File: config.mk
export PLATFORM = sky130hd
export DESIGN_NAME = adc_result_register_interface
export DESIGN_NICKNAME = d
export VERILOG_FILES = /design/src/common/adc_regs_pkg.sv /design/src/rtl/trigger_sync.sv /design/src/rtl/result_bank.sv /design/src/rtl/adc_result_register_interface.sv
export SDC_FILE = /design/constraint.sdc
export NUM_CORES = 1
export LEC_CHECK = 0
export BUFFER_PORTS_ARGS = -buffer_cell sky130_fd_sc_hd__buf_2
export CAP_MARGIN = 10
export CORE_MARGIN = 3
export CORE_UTILIZATION = 49
export DETAILED_ROUTE_END_ITERATION = 8
export PLACE_DENSITY = 0.76
export SYNTH_ARGS = -nofsm -noshare
export SYNTH_HDL_FRONTEND = slang
export SYNTH_SLANG_ARGS = --single-unit
File: constraint.sdc
create_clock -name clk_sys -period 2.41 [get_ports clk_sys]
set_clock_uncertainty 0.2 [all_clocks]
set_input_delay 0.482 -clock clk_sys [delete_from_list [all_inputs] [get_ports clk_sys]]
set_output_delay 0.482 -clock clk_sys [all_outputs]
set_load 0.02 [all_outputs]
File: src/common/adc_regs_pkg.sv
`default_nettype none
package adc_regs_pkg;

  // full register addresses; only the area nibble and the low nine bits decode
  localparam logic [27:0] RES_A_HIGH_ADDR = 28'h5fffee0;
  localparam logic [27:0] RES_A_LOW_ADDR  = 28'h5fffee1;
  localparam logic [27:0] RES_B_HIGH_ADDR = 28'h5fffee2;
  localparam logic [27:0] RES_B_LOW_ADDR  = 28'h5fffee3;
  localparam logic [27:0] RES_C_HIGH_ADDR = 28'h5fffee4;
  localparam logic [27:0] RES_C_LOW_ADDR  = 28'h5fffee5;
  localparam logic [27:0] RES_D_HIGH_ADDR = 28'h5fffee6;
  localparam logic [27:0] RES_D_LOW_ADDR  = 28'h5fffee7;
  localparam logic [27:0] CTRL_STAT_ADDR  = 28'h5fffee8;
  localparam logic [27:0] TRIG_CTRL_ADDR  = 28'h5fffee9;

  // widths and reset values
  localparam int unsigned ADDR_W       = 28;
  localparam int unsigned RESULT_W     = 10;
  localparam int unsigned RESULT_REGS  = 4;
  localparam logic [9:0]  RESULT_RST   = 10'h000;
  localparam logic [7:0]  TEMP_RST     = 8'h00;
  localparam logic [7:0]  CTRL_STAT_RST = 8'h00;
  localparam logic [7:0]  TRIG_CTRL_RST = 8'h7f;
  localparam logic [6:0]  TRIG_RSVD_ONES = 7'h7f;
  localparam logic [7:0]  UNMAPPED_READ = 8'h00;
  localparam logic [5:0]  LOW_BYTE_PAD  = 6'h00;

  // conversion_control_status bit positions
  localparam int unsigned CS_DONE_FLAG_BIT = 7;
  localparam int unsigned CS_IRQ_EN_BIT    = 6;
  localparam int unsigned CS_START_BIT     = 5;
  localparam int unsigned CS_SCAN_BIT      = 4;
  localparam int unsigned CS_CLK_SEL_BIT   = 3;
  localparam int unsigned CS_GROUP_BIT     = 2;
  // trigger_control bit position
  localparam int unsigned TC_EXT_EN_BIT    = 7;

  typedef enum logic [2:0] {
    SEL_NONE   = 3'b000,
    SEL_RES_HI = 3'b001,
    SEL_RES_LO = 3'b010,
    SEL_CSR    = 3'b011,
    SEL_TRIG   = 3'b100
  } regSel_t;

  typedef enum logic [0:0] {
    SEQ_IDLE = 1'b0,
    SEQ_WAIT = 1'b1
  } seqState_t;

  // address bits 23..9 take no part in the decode
  function automatic regSel_t decodeSel(input logic [27:0] addr);
    regSel_t sel;
    sel = SEL_NONE;
    if (addr[27:24] != RES_A_HIGH_ADDR[27:24]) begin
      sel = SEL_NONE;
    end else if (addr[8:0] == CTRL_STAT_ADDR[8:0]) begin
      sel = SEL_CSR;
    end else if (addr[8:0] == TRIG_CTRL_ADDR[8:0]) begin
      sel = SEL_TRIG;
    end else if (addr[8:3] == RES_A_HIGH_ADDR[8:3]) begin
      sel = addr[0] ? SEL_RES_LO : SEL_RES_HI;
    end
    return sel;
  endfunction

  // result register index from a byte address
  function automatic logic [1:0] resultIndex(input logic [27:0] addr);
    return addr[2:1];
  endfunction

endpackage
`default_nettype wire

File: src/rtl/trigger_sync.sv
`default_nettype none
module trigger_sync (
  // clock and reset
  input  wire logic clk_sys,
  input  wire logic rstN,
  input  wire logic ce,
  // pin and event
  input  wire logic pinN,
  output logic      fallPulse
);

  logic meta_r;
  logic sync_r;
  logic prev_r;

  // meta_r feeds only sync_r
  always_ff @(posedge clk_sys or negedge rstN) begin
    if (!rstN) begin
      meta_r <= 1'h1;
      sync_r <= 1'h1;
      prev_r <= 1'h1;
    end else if (ce) begin
      meta_r <= pinN;
      sync_r <= meta_r;
      prev_r <= sync_r;
    end
  end

  assign fallPulse = ce & prev_r & ~sync_r;
endmodule
`default_nettype wire

File: src/rtl/result_bank.sv
`default_nettype none
module result_bank
  import adc_regs_pkg::*;
(
  // clock and reset
  input  wire logic       clk_sys,
  input  wire logic       rstN,
  input  wire logic       ce,
  input  wire logic       clear,
  // converter side
  input  wire logic       wrEn,
  input  wire logic [1:0] wrIdx,
  input  wire logic [9:0] wrValue,
  // cpu side
  input  wire logic [1:0] rdIdx,
  input  wire logic       rdUpper,
  output logic [7:0]      upperByte,
  output logic [7:0]      tempByte
);

  logic [9:0] result_r [RESULT_REGS];
  logic [7:0] temp_r;

  // only the converter writes here; no cpu path exists
  always_ff @(posedge clk_sys or negedge rstN) begin
    if (!rstN) begin
      for (int i = 0; i < RESULT_REGS; i++) begin
        result_r[i] <= RESULT_RST;
      end
    end else if (ce) begin
      if (clear) begin
        for (int i = 0; i < RESULT_REGS; i++) begin
          result_r[i] <= RESULT_RST;
        end
      end else if (wrEn) begin
        result_r[wrIdx] <= wrValue;
      end
    end
  end

  // the low byte is snapshotted so a high-then-low read pair stays coherent
  always_ff @(posedge clk_sys or negedge rstN) begin
    if (!rstN) begin
      temp_r <= TEMP_RST;
    end else if (ce) begin
      if (clear) begin
        temp_r <= TEMP_RST;
      end else if (rdUpper) begin
        temp_r <= {result_r[rdIdx][1:0], LOW_BYTE_PAD};
      end
    end
  end

  assign upperByte = result_r[rdIdx][9:2];
  assign tempByte  = temp_r;
endmodule
`default_nettype wire

File: src/rtl/adc_result_register_interface.sv
`default_nettype none
// How it works
// - each conversion yields a ten-bit result held in a result register
// - four sixteen-bit result registers, readable only by software
// - result bits nine to two sit in the upper byte
// - result bit one at low-byte bit 7, bit zero at bit 6
// - low-byte bits five to zero always read zero
// - inputs 0/4,1/5,2/6,3/7 land in registers a,b,c,d
// - inputs 0..3 form group 0, inputs 4..7 form group 1
// - reset and standby clear every result register to zero
// - results readable any time; high byte direct, low byte via latch
// - completion flag clears by writing zero, by dma acknowledge, or by reset or standby; writing one does nothing
// - decode uses address bits 27..24 and 8..0 only
// - single mode converts one selected input per start
// - scan mode cycles over one to four inputs of a group repeatedly
// - completion interrupt may be raised at every conversion cycle end
// - completion request can start the dma controller
// - conversion starts by software or by the external trigger
// - single mode clears the start bit when conversion finishes
// - scan mode sets completion flag only after all selected inputs
// - trigger enable set: falling trigger edge starts conversion
// - high-byte read latches low byte; later low-byte read returns latch
module adc_result_register_interface
  import adc_regs_pkg::*;
(
  // clock, reset, enable
  input  wire logic              clk_sys,
  input  wire logic              resetn,
  input  wire logic              ce,
  input  wire logic              standby,
  // cpu peripheral bus, byte wide
  input  wire logic [ADDR_W-1:0] busAddr,
  input  wire logic              busRead,
  input  wire logic              busWrite,
  input  wire logic [7:0]        busWdata,
  output logic [7:0]             busRdata,
  // external start trigger pin
  input  wire logic              extStartTriggerN,
  // analog converter core
  output logic                   convStart,
  output logic [2:0]             convChannel,
  output logic                   convFast,
  input  wire logic              convDone,
  input  wire logic [9:0]        convResult,
  // interrupt and dma
  output logic                   conversionDoneIrq,
  output logic                   dmaStartReq,
  input  wire logic              dmaAck
);

  logic [1:0] rstPipe_r;
  logic       rstN;

  // release the asynchronous reset through two flops
  always_ff @(posedge clk_sys or negedge resetn) begin
    if (!resetn) begin
      rstPipe_r <= 2'h0;
    end else begin
      rstPipe_r <= {rstPipe_r[0], 1'h1};
    end
  end
  assign rstN = rstPipe_r[1];

  regSel_t    sel;
  logic [1:0] rdIdx;
  logic       csrWrite;
  logic       trigWrite;
  logic       rdUpper;
  logic [7:0] upperByte;
  logic [7:0] tempByte;
  logic       trigFall;

  logic [7:0] csr_r;
  logic       extEn_r;
  logic [7:0] busRdata_r;
  logic       convStart_r;
  logic [2:0] convChannel_r;
  logic       irq_r;
  logic       dmaReq_r;
  seqState_t  seqState_r;

  logic       doneFlag;
  logic       startBit;
  logic       scanMode;
  logic [2:0] chanSel;
  logic [2:0] groupBase;
  logic       doneEvt;
  logic       cycleEnd;

  assign sel       = decodeSel(busAddr);
  assign rdIdx     = resultIndex(busAddr);
  // result selects are absent here, so cpu writes never reach them
  assign csrWrite  = ce & busWrite & (sel == SEL_CSR);
  assign trigWrite = ce & busWrite & (sel == SEL_TRIG);
  assign rdUpper   = ce & busRead & (sel == SEL_RES_HI) & ~standby;

  assign doneFlag  = csr_r[CS_DONE_FLAG_BIT];
  assign startBit  = csr_r[CS_START_BIT];
  assign scanMode  = csr_r[CS_SCAN_BIT];
  assign chanSel   = csr_r[2:0];
  // channel bit 2 picks the group; scan runs from the group's first input
  assign groupBase = {csr_r[CS_GROUP_BIT], 2'h0};

  assign doneEvt  = ce & (seqState_r == SEQ_WAIT) & startBit & convDone;
  // in scan mode a cycle ends only on the last selected input
  assign cycleEnd = doneEvt & (~scanMode | (convChannel_r == chanSel));

  trigger_sync u_trig (
    .clk_sys   (clk_sys),
    .rstN      (rstN),
    .ce        (ce),
    .pinN      (extStartTriggerN),
    .fallPulse (trigFall)
  );

  result_bank u_bank (
    .clk_sys   (clk_sys),
    .rstN      (rstN),
    .ce        (ce),
    .clear     (standby),
    .wrEn      (doneEvt),
    .wrIdx     (convChannel_r[1:0]),
    .wrValue   (convResult),
    .rdIdx     (rdIdx),
    .rdUpper   (rdUpper),
    .upperByte (upperByte),
    .tempByte  (tempByte)
  );

  // control and status register
  always_ff @(posedge clk_sys or negedge rstN) begin
    if (!rstN) begin
      csr_r <= CTRL_STAT_RST;
    end else if (ce) begin
      if (standby) begin
        csr_r <= CTRL_STAT_RST;
      end else begin
        if (csrWrite) begin
          csr_r[6:0] <= busWdata[6:0];
          if (!busWdata[CS_DONE_FLAG_BIT]) begin
            csr_r[CS_DONE_FLAG_BIT] <= 1'h0;
          end
        end
        if (dmaAck) begin
          csr_r[CS_DONE_FLAG_BIT] <= 1'h0;
        end
        // a software write in the same cycle keeps its own start value
        if (doneEvt && !scanMode && !csrWrite) begin
          csr_r[CS_START_BIT] <= 1'h0;
        end
        if (trigFall && extEn_r) begin
          csr_r[CS_START_BIT] <= 1'h1;
        end
        // set wins over a zero write or dma acknowledge arriving together
        if (cycleEnd) begin
          csr_r[CS_DONE_FLAG_BIT] <= 1'h1;
        end
      end
    end
  end

  // trigger control: only the enable bit is stored
  always_ff @(posedge clk_sys or negedge rstN) begin
    if (!rstN) begin
      extEn_r <= TRIG_CTRL_RST[TC_EXT_EN_BIT];
    end else if (ce) begin
      if (standby) begin
        extEn_r <= TRIG_CTRL_RST[TC_EXT_EN_BIT];
      end else if (trigWrite) begin
        extEn_r <= busWdata[TC_EXT_EN_BIT];
      end
    end
  end

  // conversion sequencer
  always_ff @(posedge clk_sys or negedge rstN) begin
    if (!rstN) begin
      seqState_r    <= SEQ_IDLE;
      convStart_r   <= 1'h0;
      convChannel_r <= 3'h0;
    end else if (ce) begin
      convStart_r <= 1'h0;
      if (standby) begin
        seqState_r <= SEQ_IDLE;
      end else begin
        case (seqState_r)
          SEQ_IDLE: begin
            if (startBit) begin
              convChannel_r <= scanMode ? groupBase : chanSel;
              convStart_r   <= 1'h1;
              seqState_r    <= SEQ_WAIT;
            end
          end
          SEQ_WAIT: begin
            if (doneEvt) begin
              if (!scanMode) begin
                seqState_r <= SEQ_IDLE;
              end else if (convChannel_r == chanSel) begin
                convChannel_r <= groupBase;
                convStart_r   <= 1'h1;
              end else begin
                convChannel_r <= convChannel_r + 3'h1;
                convStart_r   <= 1'h1;
              end
            end else if (!startBit) begin
              // software halt; a late done from the core is dropped
              seqState_r <= SEQ_IDLE;
            end
          end
          default: begin
            seqState_r <= SEQ_IDLE;
          end
        endcase
      end
    end
  end

  // read data
  always_ff @(posedge clk_sys or negedge rstN) begin
    if (!rstN) begin
      busRdata_r <= UNMAPPED_READ;
    end else if (ce && busRead) begin
      if (sel == SEL_RES_HI) begin
        busRdata_r <= upperByte;
      end else if (sel == SEL_RES_LO) begin
        busRdata_r <= tempByte;
      end else if (sel == SEL_CSR) begin
        busRdata_r <= csr_r;
      end else if (sel == SEL_TRIG) begin
        busRdata_r <= {extEn_r, TRIG_RSVD_ONES};
      end else begin
        busRdata_r <= UNMAPPED_READ;
      end
    end
  end

  // interrupt and dma request follow the flag while enabled
  always_ff @(posedge clk_sys or negedge rstN) begin
    if (!rstN) begin
      irq_r    <= 1'h0;
      dmaReq_r <= 1'h0;
    end else if (ce) begin
      irq_r    <= doneFlag & csr_r[CS_IRQ_EN_BIT];
      dmaReq_r <= doneFlag & csr_r[CS_IRQ_EN_BIT];
    end
  end

  assign busRdata          = busRdata_r;
  assign convStart         = convStart_r;
  assign convChannel       = convChannel_r;
  assign convFast          = csr_r[CS_CLK_SEL_BIT];
  assign conversionDoneIrq = irq_r;
  assign dmaStartReq       = dmaReq_r;
endmodule
`default_nettype wire

# Word-level counts from Yosys, hierarchy flattened
# Cells that the tools add are included.
classes:
  n_mul: 0
  div_mod_pow: 0
  magnitude_cmp: 3
  shift: 0
  add_sub_neg: 1
  eq_ne: 13
  n_reduce_logical: 20
  bitwise: 20
  mux: 42
ops:
  columns: ["op", "n"]
  rows:
  - ["2-to-1 mux 40 bit", 2]
  - ["2-to-1 mux 8 bit", 8]
  - ["bitwise mux 40 bit", 1]
  - ["2-to-1 mux 10 bit", 3]
  - ["2-to-1 mux 3 bit", 7]
  - ["binary-select mux 10 bit (select 2 bit)", 1]
  - ["demux 10 bit (select 2 bit)", 1]
  - ["equality test 9 x 8 -> 1 bit, second input constant", 2]
  - ["bitwise AND 1 bit", 13]
  - ["2-to-1 mux 1 bit", 13]
  - ["AND reduction 2 bit", 5]
  - ["nonzero test 2 bit", 4]
  - ["nonzero test 4 bit", 2]
  - ["equality test 3 x 2 -> 1 bit, second input constant", 2]
  - ["equality test 6 x 5 -> 1 bit, second input constant", 1]
  - ["greater-or-equal comparator 3 bit, second input constant", 2]
  - ["2-to-1 mux 2 bit", 3]
  - ["inverter 2 -> 3 bit", 2]
  - ["case mux 3 bit (2 select lines)", 1]
  - ["logical AND 1 bit", 5]
  - ["AND reduction 5 bit", 1]
  - ["!= test 2 bit, second input constant", 2]
  - ["!= test 4 x 2 -> 1 bit, second input constant", 1]
  - ["!= test 4 x 3 -> 1 bit, second input constant", 1]
  - ["11 further kinds", 16]
totals:
  input_bits: 55
  out_inout_bits: 15
  mem_count: 0
  wordCells: 117
  ramBits: 0
  ff_bits: 76
  mem_bits_ro: 0
  latch_bits: 0

# Depth between registers and ports, before layout
depth:
  depth_word: 12
  ltp_mapped: 6
  ltp_nobuf: 5

# By module
# Synthesis repeated with hierarchy kept, for this count alone.
unflattened:
  hier_cells: 276
  hier_area_um2: 3394.5
by_module_without_submodules:
  columns: ["mod", "seq_area_each_um2", "n_inst", "area_per_inst_um2", "cells_each"]
  rows:
  - ["result_bank", 1051.0, 1, 1904.3, 127]
  - ["adc_result_register_interface", 625.6, 1, 1367.6, 142]
  - ["trigger_sync", 78.8, 1, 122.6, 7]

# Worst setup path after synthesis
# No wires, ideal clock.
synth_path:
  kind: "input port to flip-flop"
  start: "in busAddr[2]"
  end: "reg csr_r[7]"
  setup_ns: 0.122
  t_arrival_ns: 1.702
  setup_slack_ns: 0.386
  n_path_buf: 0
  stages: 4
  required_time_ns: 2.088
  path_cell_list: "or4b_4 nor4_4 nand3b_1 a32o_1"
synth_via:
  elab_chain_len: 8
  elab_cells_between_ends: 9
  cone_classes: "eq/ne (3); mux (3); bitwise (1); reduce/logical (2)"
synth_lines:
  columns: ["element", "line", "source"]
  rows:
  - ["from (decl)", "adc_result_register_interface.sv:32", "input wire logic [ADDR_W-1:0] busAddr,"]
  - ["equality test 9 x 8 -> 1 bit", "adc_regs_pkg.sv:59", "end else if (addr[8:0] == TRIG_CTRL_ADDR[8:0]) begin"]
  - ["2-to-1 mux 3 bit", "adc_regs_pkg.sv:59", null]
  - ["2-to-1 mux 3 bit (*)", "adc_regs_pkg.sv:57", "end else if (addr[8:0] == CTRL_STAT_ADDR[8:0]) begin"]
  - ["2-to-1 mux 3 bit (*)", "adc_regs_pkg.sv:55", "if (addr[27:24] != RES_A_HIGH_ADDR[27:24]) begin"]
  - ["equality test 3 x 2 -> 1 bit (*)", "adc_result_register_interface.sv:93", "assign csrWrite = ce & busWrite & (sel == SEL_CSR);"]
  - ["bitwise AND 1 bit (*)", "adc_result_register_interface.sv:93", null]
  - ["nonzero test 4 bit (no source line) (*)", null, null]
  - ["AND reduction 3 bit (no source line) (*)", null, null]
  - ["to (signal assigned)", "adc_result_register_interface.sv:133", "csr_r <= CTRL_STAT_RST;"]
  - ["to (signal assigned)", "adc_result_register_interface.sv:136", "csr_r <= CTRL_STAT_RST;"]
  - ["to (signal, indexed assignment)", "adc_result_register_interface.sv:141", "csr_r[CS_DONE_FLAG_BIT] <= 1'h0;"]
  - ["to (decl)", "adc_result_register_interface.sv:73", "logic [7:0] csr_r;"]
# Mark *: on every way between the ends. The rest lies on a longest branch, timed or not.
# A chain may end at the register's enable or synchronous reset.

# Final worst setup path
layout_path:
  start: "reg csr_r[1]"
  end: "reg convChannel_r[2], in the netlist convChannel[2]"
layout_via:
  elab_chain_len: 5
layout_lines:
  columns: ["element", "line", "source"]
  rows:
  - ["from (signal assigned)", "adc_result_register_interface.sv:139", "csr_r[6:0] <= busWdata[6:0];"]
  - ["equality test 3 bit", "adc_result_register_interface.sv:198", "end else if (convChannel_r == chanSel) begin"]
  - ["2-to-1 mux 3 bit", "adc_result_register_interface.sv:198", null]
  - ["2-to-1 mux 3 bit", "adc_result_register_interface.sv:196", "if (!scanMode) begin"]
  - ["2-to-1 mux 3 bit", "adc_result_register_interface.sv:195", "if (doneEvt) begin"]
  - ["case mux 3 bit (2 select lines)", "adc_result_register_interface.sv:186", "case (seqState_r)"]
  - ["to (signal assigned)", "adc_result_register_interface.sv:189", "convChannel_r <= scanMode ? groupBase : chanSel;"]
  - ["to (signal assigned)", "adc_result_register_interface.sv:199", "convChannel_r <= groupBase;"]
  - ["to (signal assigned)", "adc_result_register_interface.sv:202", "convChannel_r <= convChannel_r + 3'h1;"]
  - ["to (decl)", "adc_result_register_interface.sv:77", "logic [2:0] convChannel_r;"]
# No other way between the ends. The select of a mux whose other input is x is not followed.

==> results.md <==
- Largest family of logic cells by synthesized area: compound AO/OA/AOI/OAI gates
- Initial antenna violation count: 0
- Global placement routability congestion: 0.853
- Max Clock Freq: 0.515 GHz
- Number of warnings issued by yosys: 0
- PD cells: 724 nW/um2
- Syn_area_per_cell: 11.9 um2
- Pre-antenna DRT Iters: 4
- Critical path startpoint category: flip-flop
- Clk_lat worst skew: 0.34 ns
- Cells along the critical path: xor2_1, o31ai_1, mux2i_1, a22oi_1
- Clk slew on worst S/H paths: 0.08 ns
- Total Negative Setup Slacks: 0 ns
- Post-route design area: 3940 um2
- Htree depth: 3
- Total GRT Usage: 22.2%
- R2R depth: 4
- Final setup vio count: 0
- Worst slew pin tran: 0.617 ns
- P_leak: 1.84 nW
- Number of synthesized flops with an enable pin: 0
- Drc violations: 0
- Avg Vias per Cell: 5.98
- Initial DRC Count: 106
- XOR/XNOR share of the synthesized area: 0.790%
- Cts bufs inserted: 9
- Core ar.: 6460 um2
- Ant. Diodes: 0
- Max FO, Critical Path: 5
- RSZ-0062 raised after global routing: no
- WL final: 7.88 mm
- Initial Util: 51.5%
- Synthesized cell area: 3330 um2
- CP max stage cell: o31ai_1
- Root buf cell: clkbuf_8
- Syn nets: 339
- Mux cell area share after synthesis: 8.42%
- Area after DPL: 3740 um2
- Outcome: finished, final reports clean
- Reg2reg start: csr_r[1]
- Largest net degree at the start of global routing: 32
- R2r setup slk: 0.47 ns
- WL per Instance: 18.4 um
- Die Area: 7810 um2
- Critical Path RT: 2.43 ns
- Complex-gate fraction of the synthesized area: 21.1%
- Chip width: 88.4 um
- TritonCTS clock tree: yes
- Max-Cap Viols: 0
- Worst slew margin: 58.5%
- #FFs+latches synth: 70
- Via count: 2567
- Final hold violation count: 0
- Routed Antenna Nets: 0
- Fin crit share: 80.5%
- Reg2reg end: convChannel[2]
- Synth Area in Simple Gates: 11.5%
- Register area share after synthesis: 52.8%
- Peak VDD IR: 0.000385 V
- Final slew viol count: 0
- Vias in the first global route: 2596
- Critical Path End Type: flip-flop
- Mapped Cells: 280
- Post-CTS setup buffers: 0
- Commonest cells after routing, fill and taps aside: 66 x dfrtp_1, 54 x buf_2, 40 x a22o_1
- Commonest non-fill, non-tap cell in the layout: dfrtp_1
- First-pass GRT wire length: 13.1 mm
- Gr ovfl total: 0
- Final HPWL DP: 5.62 mm
- Hold Buf Count CTS: 1
- Synth async-reset ratio: 100%
- Clk buf depth: 2
- CP max stage delay: 0.57 ns
- Layout cells sized above 1: 30.4%
- Post-Synth Adder-Cell Area: 1.50%
- # rows: 29
- Die Ht: 88.4 um
- Critical path type: flip-flop to flip-flop
- Worst min path class: flip-flop to async pin
- NumNets Final: 406
- Post-CTS Resized: 0
- Area Growth Syn to Fin: 18.5%
- Post-route minimum period: 1.94 ns
- IO Pins: 70
- Main flop type after synthesis: dfrtp_1
- Clock sink count: 70
- Worst path arrival time: 1.96 ns
- Count of cell types in the netlist: 46
- Port bufs: 54
power by group:
group / switching, mW / internal [mW] / total (mW) / leakage (nW)
Clock: 0.429 / 0.508 / 0.937 / 0.0976
Combinational: 0.311 / 0.221 / 0.532 / 0.808
Sequential: 0.117 / 1.27 / 1.39 / 0.933
Total: 0.857 / 2.00 / 2.86 / 1.84
cell families after synthesis:
family          Yosys count
compound gates           91
xor+xnor                  3
fa+ha+maj                 4
buf+inv                  30
flops                    70
mux                      15
other cells               1
simple gates             66
stage by stage:
stage | setup WS [ns] | hold WS, ns | utilization (%) | std cells | total power, mW
2_1_floorplan | 0.122 | -0.0136 | - | 280 | 1.72
3_3_place_gp | 0.181 | 0.0482 | 57.9 | 412 | 1.92
3_5_place_dp | 0.152 | 0.0615 | 57.9 | 412 | 1.94
4_1_cts | 0.472 | 0.0642 | 61.1 | 429 | 2.88
5_1_grt | 0.291 | 0.0913 | 61.1 | 429 | 3.01
6_report | 0.469 | 0.0432 | 61.1 | 429 | 2.86
Yosys cell counts, types with 2 or more instances:
library cell / count / area, um2
o31ai_1: 3 / 22.5
a2bb2oi_1: 2 / 17.5
nor2_1: 18 / 67.6
clkbuf_1: 10 / 37.5
dfstp_2: 3 / 78.8
dfrtp_1: 67 / 1680
o21ai_1: 4 / 20.0
a31oi_1: 2 / 12.5
a311oi_1: 2 / 17.5
nand2_1: 16 / 60.1
o21ai_0: 4 / 20.0
nor4_4: 2 / 42.5
inv_1: 16 / 60.1
o311ai_0: 7 / 61.3
nand4_1: 2 / 12.5
nand3b_1: 2 / 15.0
xor2_1: 3 / 26.3
nand2b_1: 2 / 12.5
a21oi_1: 15 / 75.1
nor3_2: 2 / 20.0
ha_1: 4 / 50.1
and2_1: 6 / 37.5
a22oi_1: 7 / 52.6
mux4_2: 10 / 225
buf_2: 2 / 10.0
nand3_1: 6 / 30.0
mux2_2: 4 / 45.0
a22o_1: 40 / 350
nand4b_1: 2 / 17.5
layer usage:
metal,up-vias,global-route usage (%),share of wire (%)
met3,7,4.75,6.0
li1,1193,-,-
met4,0,7.01,1.1
met1,1282,30.1,43
met5,-,0,0
met2,85,36.2,50
cell type report:
class	count	area, um2
sequential	70	1760
multi-input combinational	180	1450
clock inverter	3	43.8
inverter	16	60.1
fill	531	2510
timing repair buffer	70	393
tap	77	96.3
clock buffer	13	149
flip-flops by register name, summed over array words and instances, names as in the netlist:
| name | flops |
|---|---|
| busRdata | 8 |
| convChannel | 3 |
| convStart | 1 |
| csr_r | 8 |
| dmaStartReq | 1 |
| extEn_r | 1 |
| rstPipe_r | 2 |
| seqState_r | 1 |
| u_bank.result_r | 40 |
| u_bank.tempByte | 2 |
| u_trig.meta_r | 1 |
| u_trig.prev_r | 1 |
| u_trig.sync_r | 1 |
critical path, delay by kind of cell (launching register included):
kind	cells	cell delay, ns
XOR/XNOR	1	0.20
AO/OA/AOI/OAI	2	0.68
multiplexers	1	0.28
flip-flops	1	0.45
worst max-delay path by stage:
| stage | start | to | slack, ns | cells past startpoint |
|---|---|---|---|---|
| global placement | busAddr[2] | csr_r[2] | 0.18 | 6 |
| CTS | convChannel[1] | convChannel[2] | 0.47 | 4 |
| detailed placement | busAddr[2] | csr_r[6] | 0.15 | 6 |
| global route | csr_r[1] | convChannel[2] | 0.29 | 4 |
| finish | csr_r[1] | convChannel[2] | 0.47 | 4 |
| floorplan | rstPipe_r[1] | busRdata[0] | 0.12 | 0 |
No activity file was read; power rests on OpenSTA's default activity.
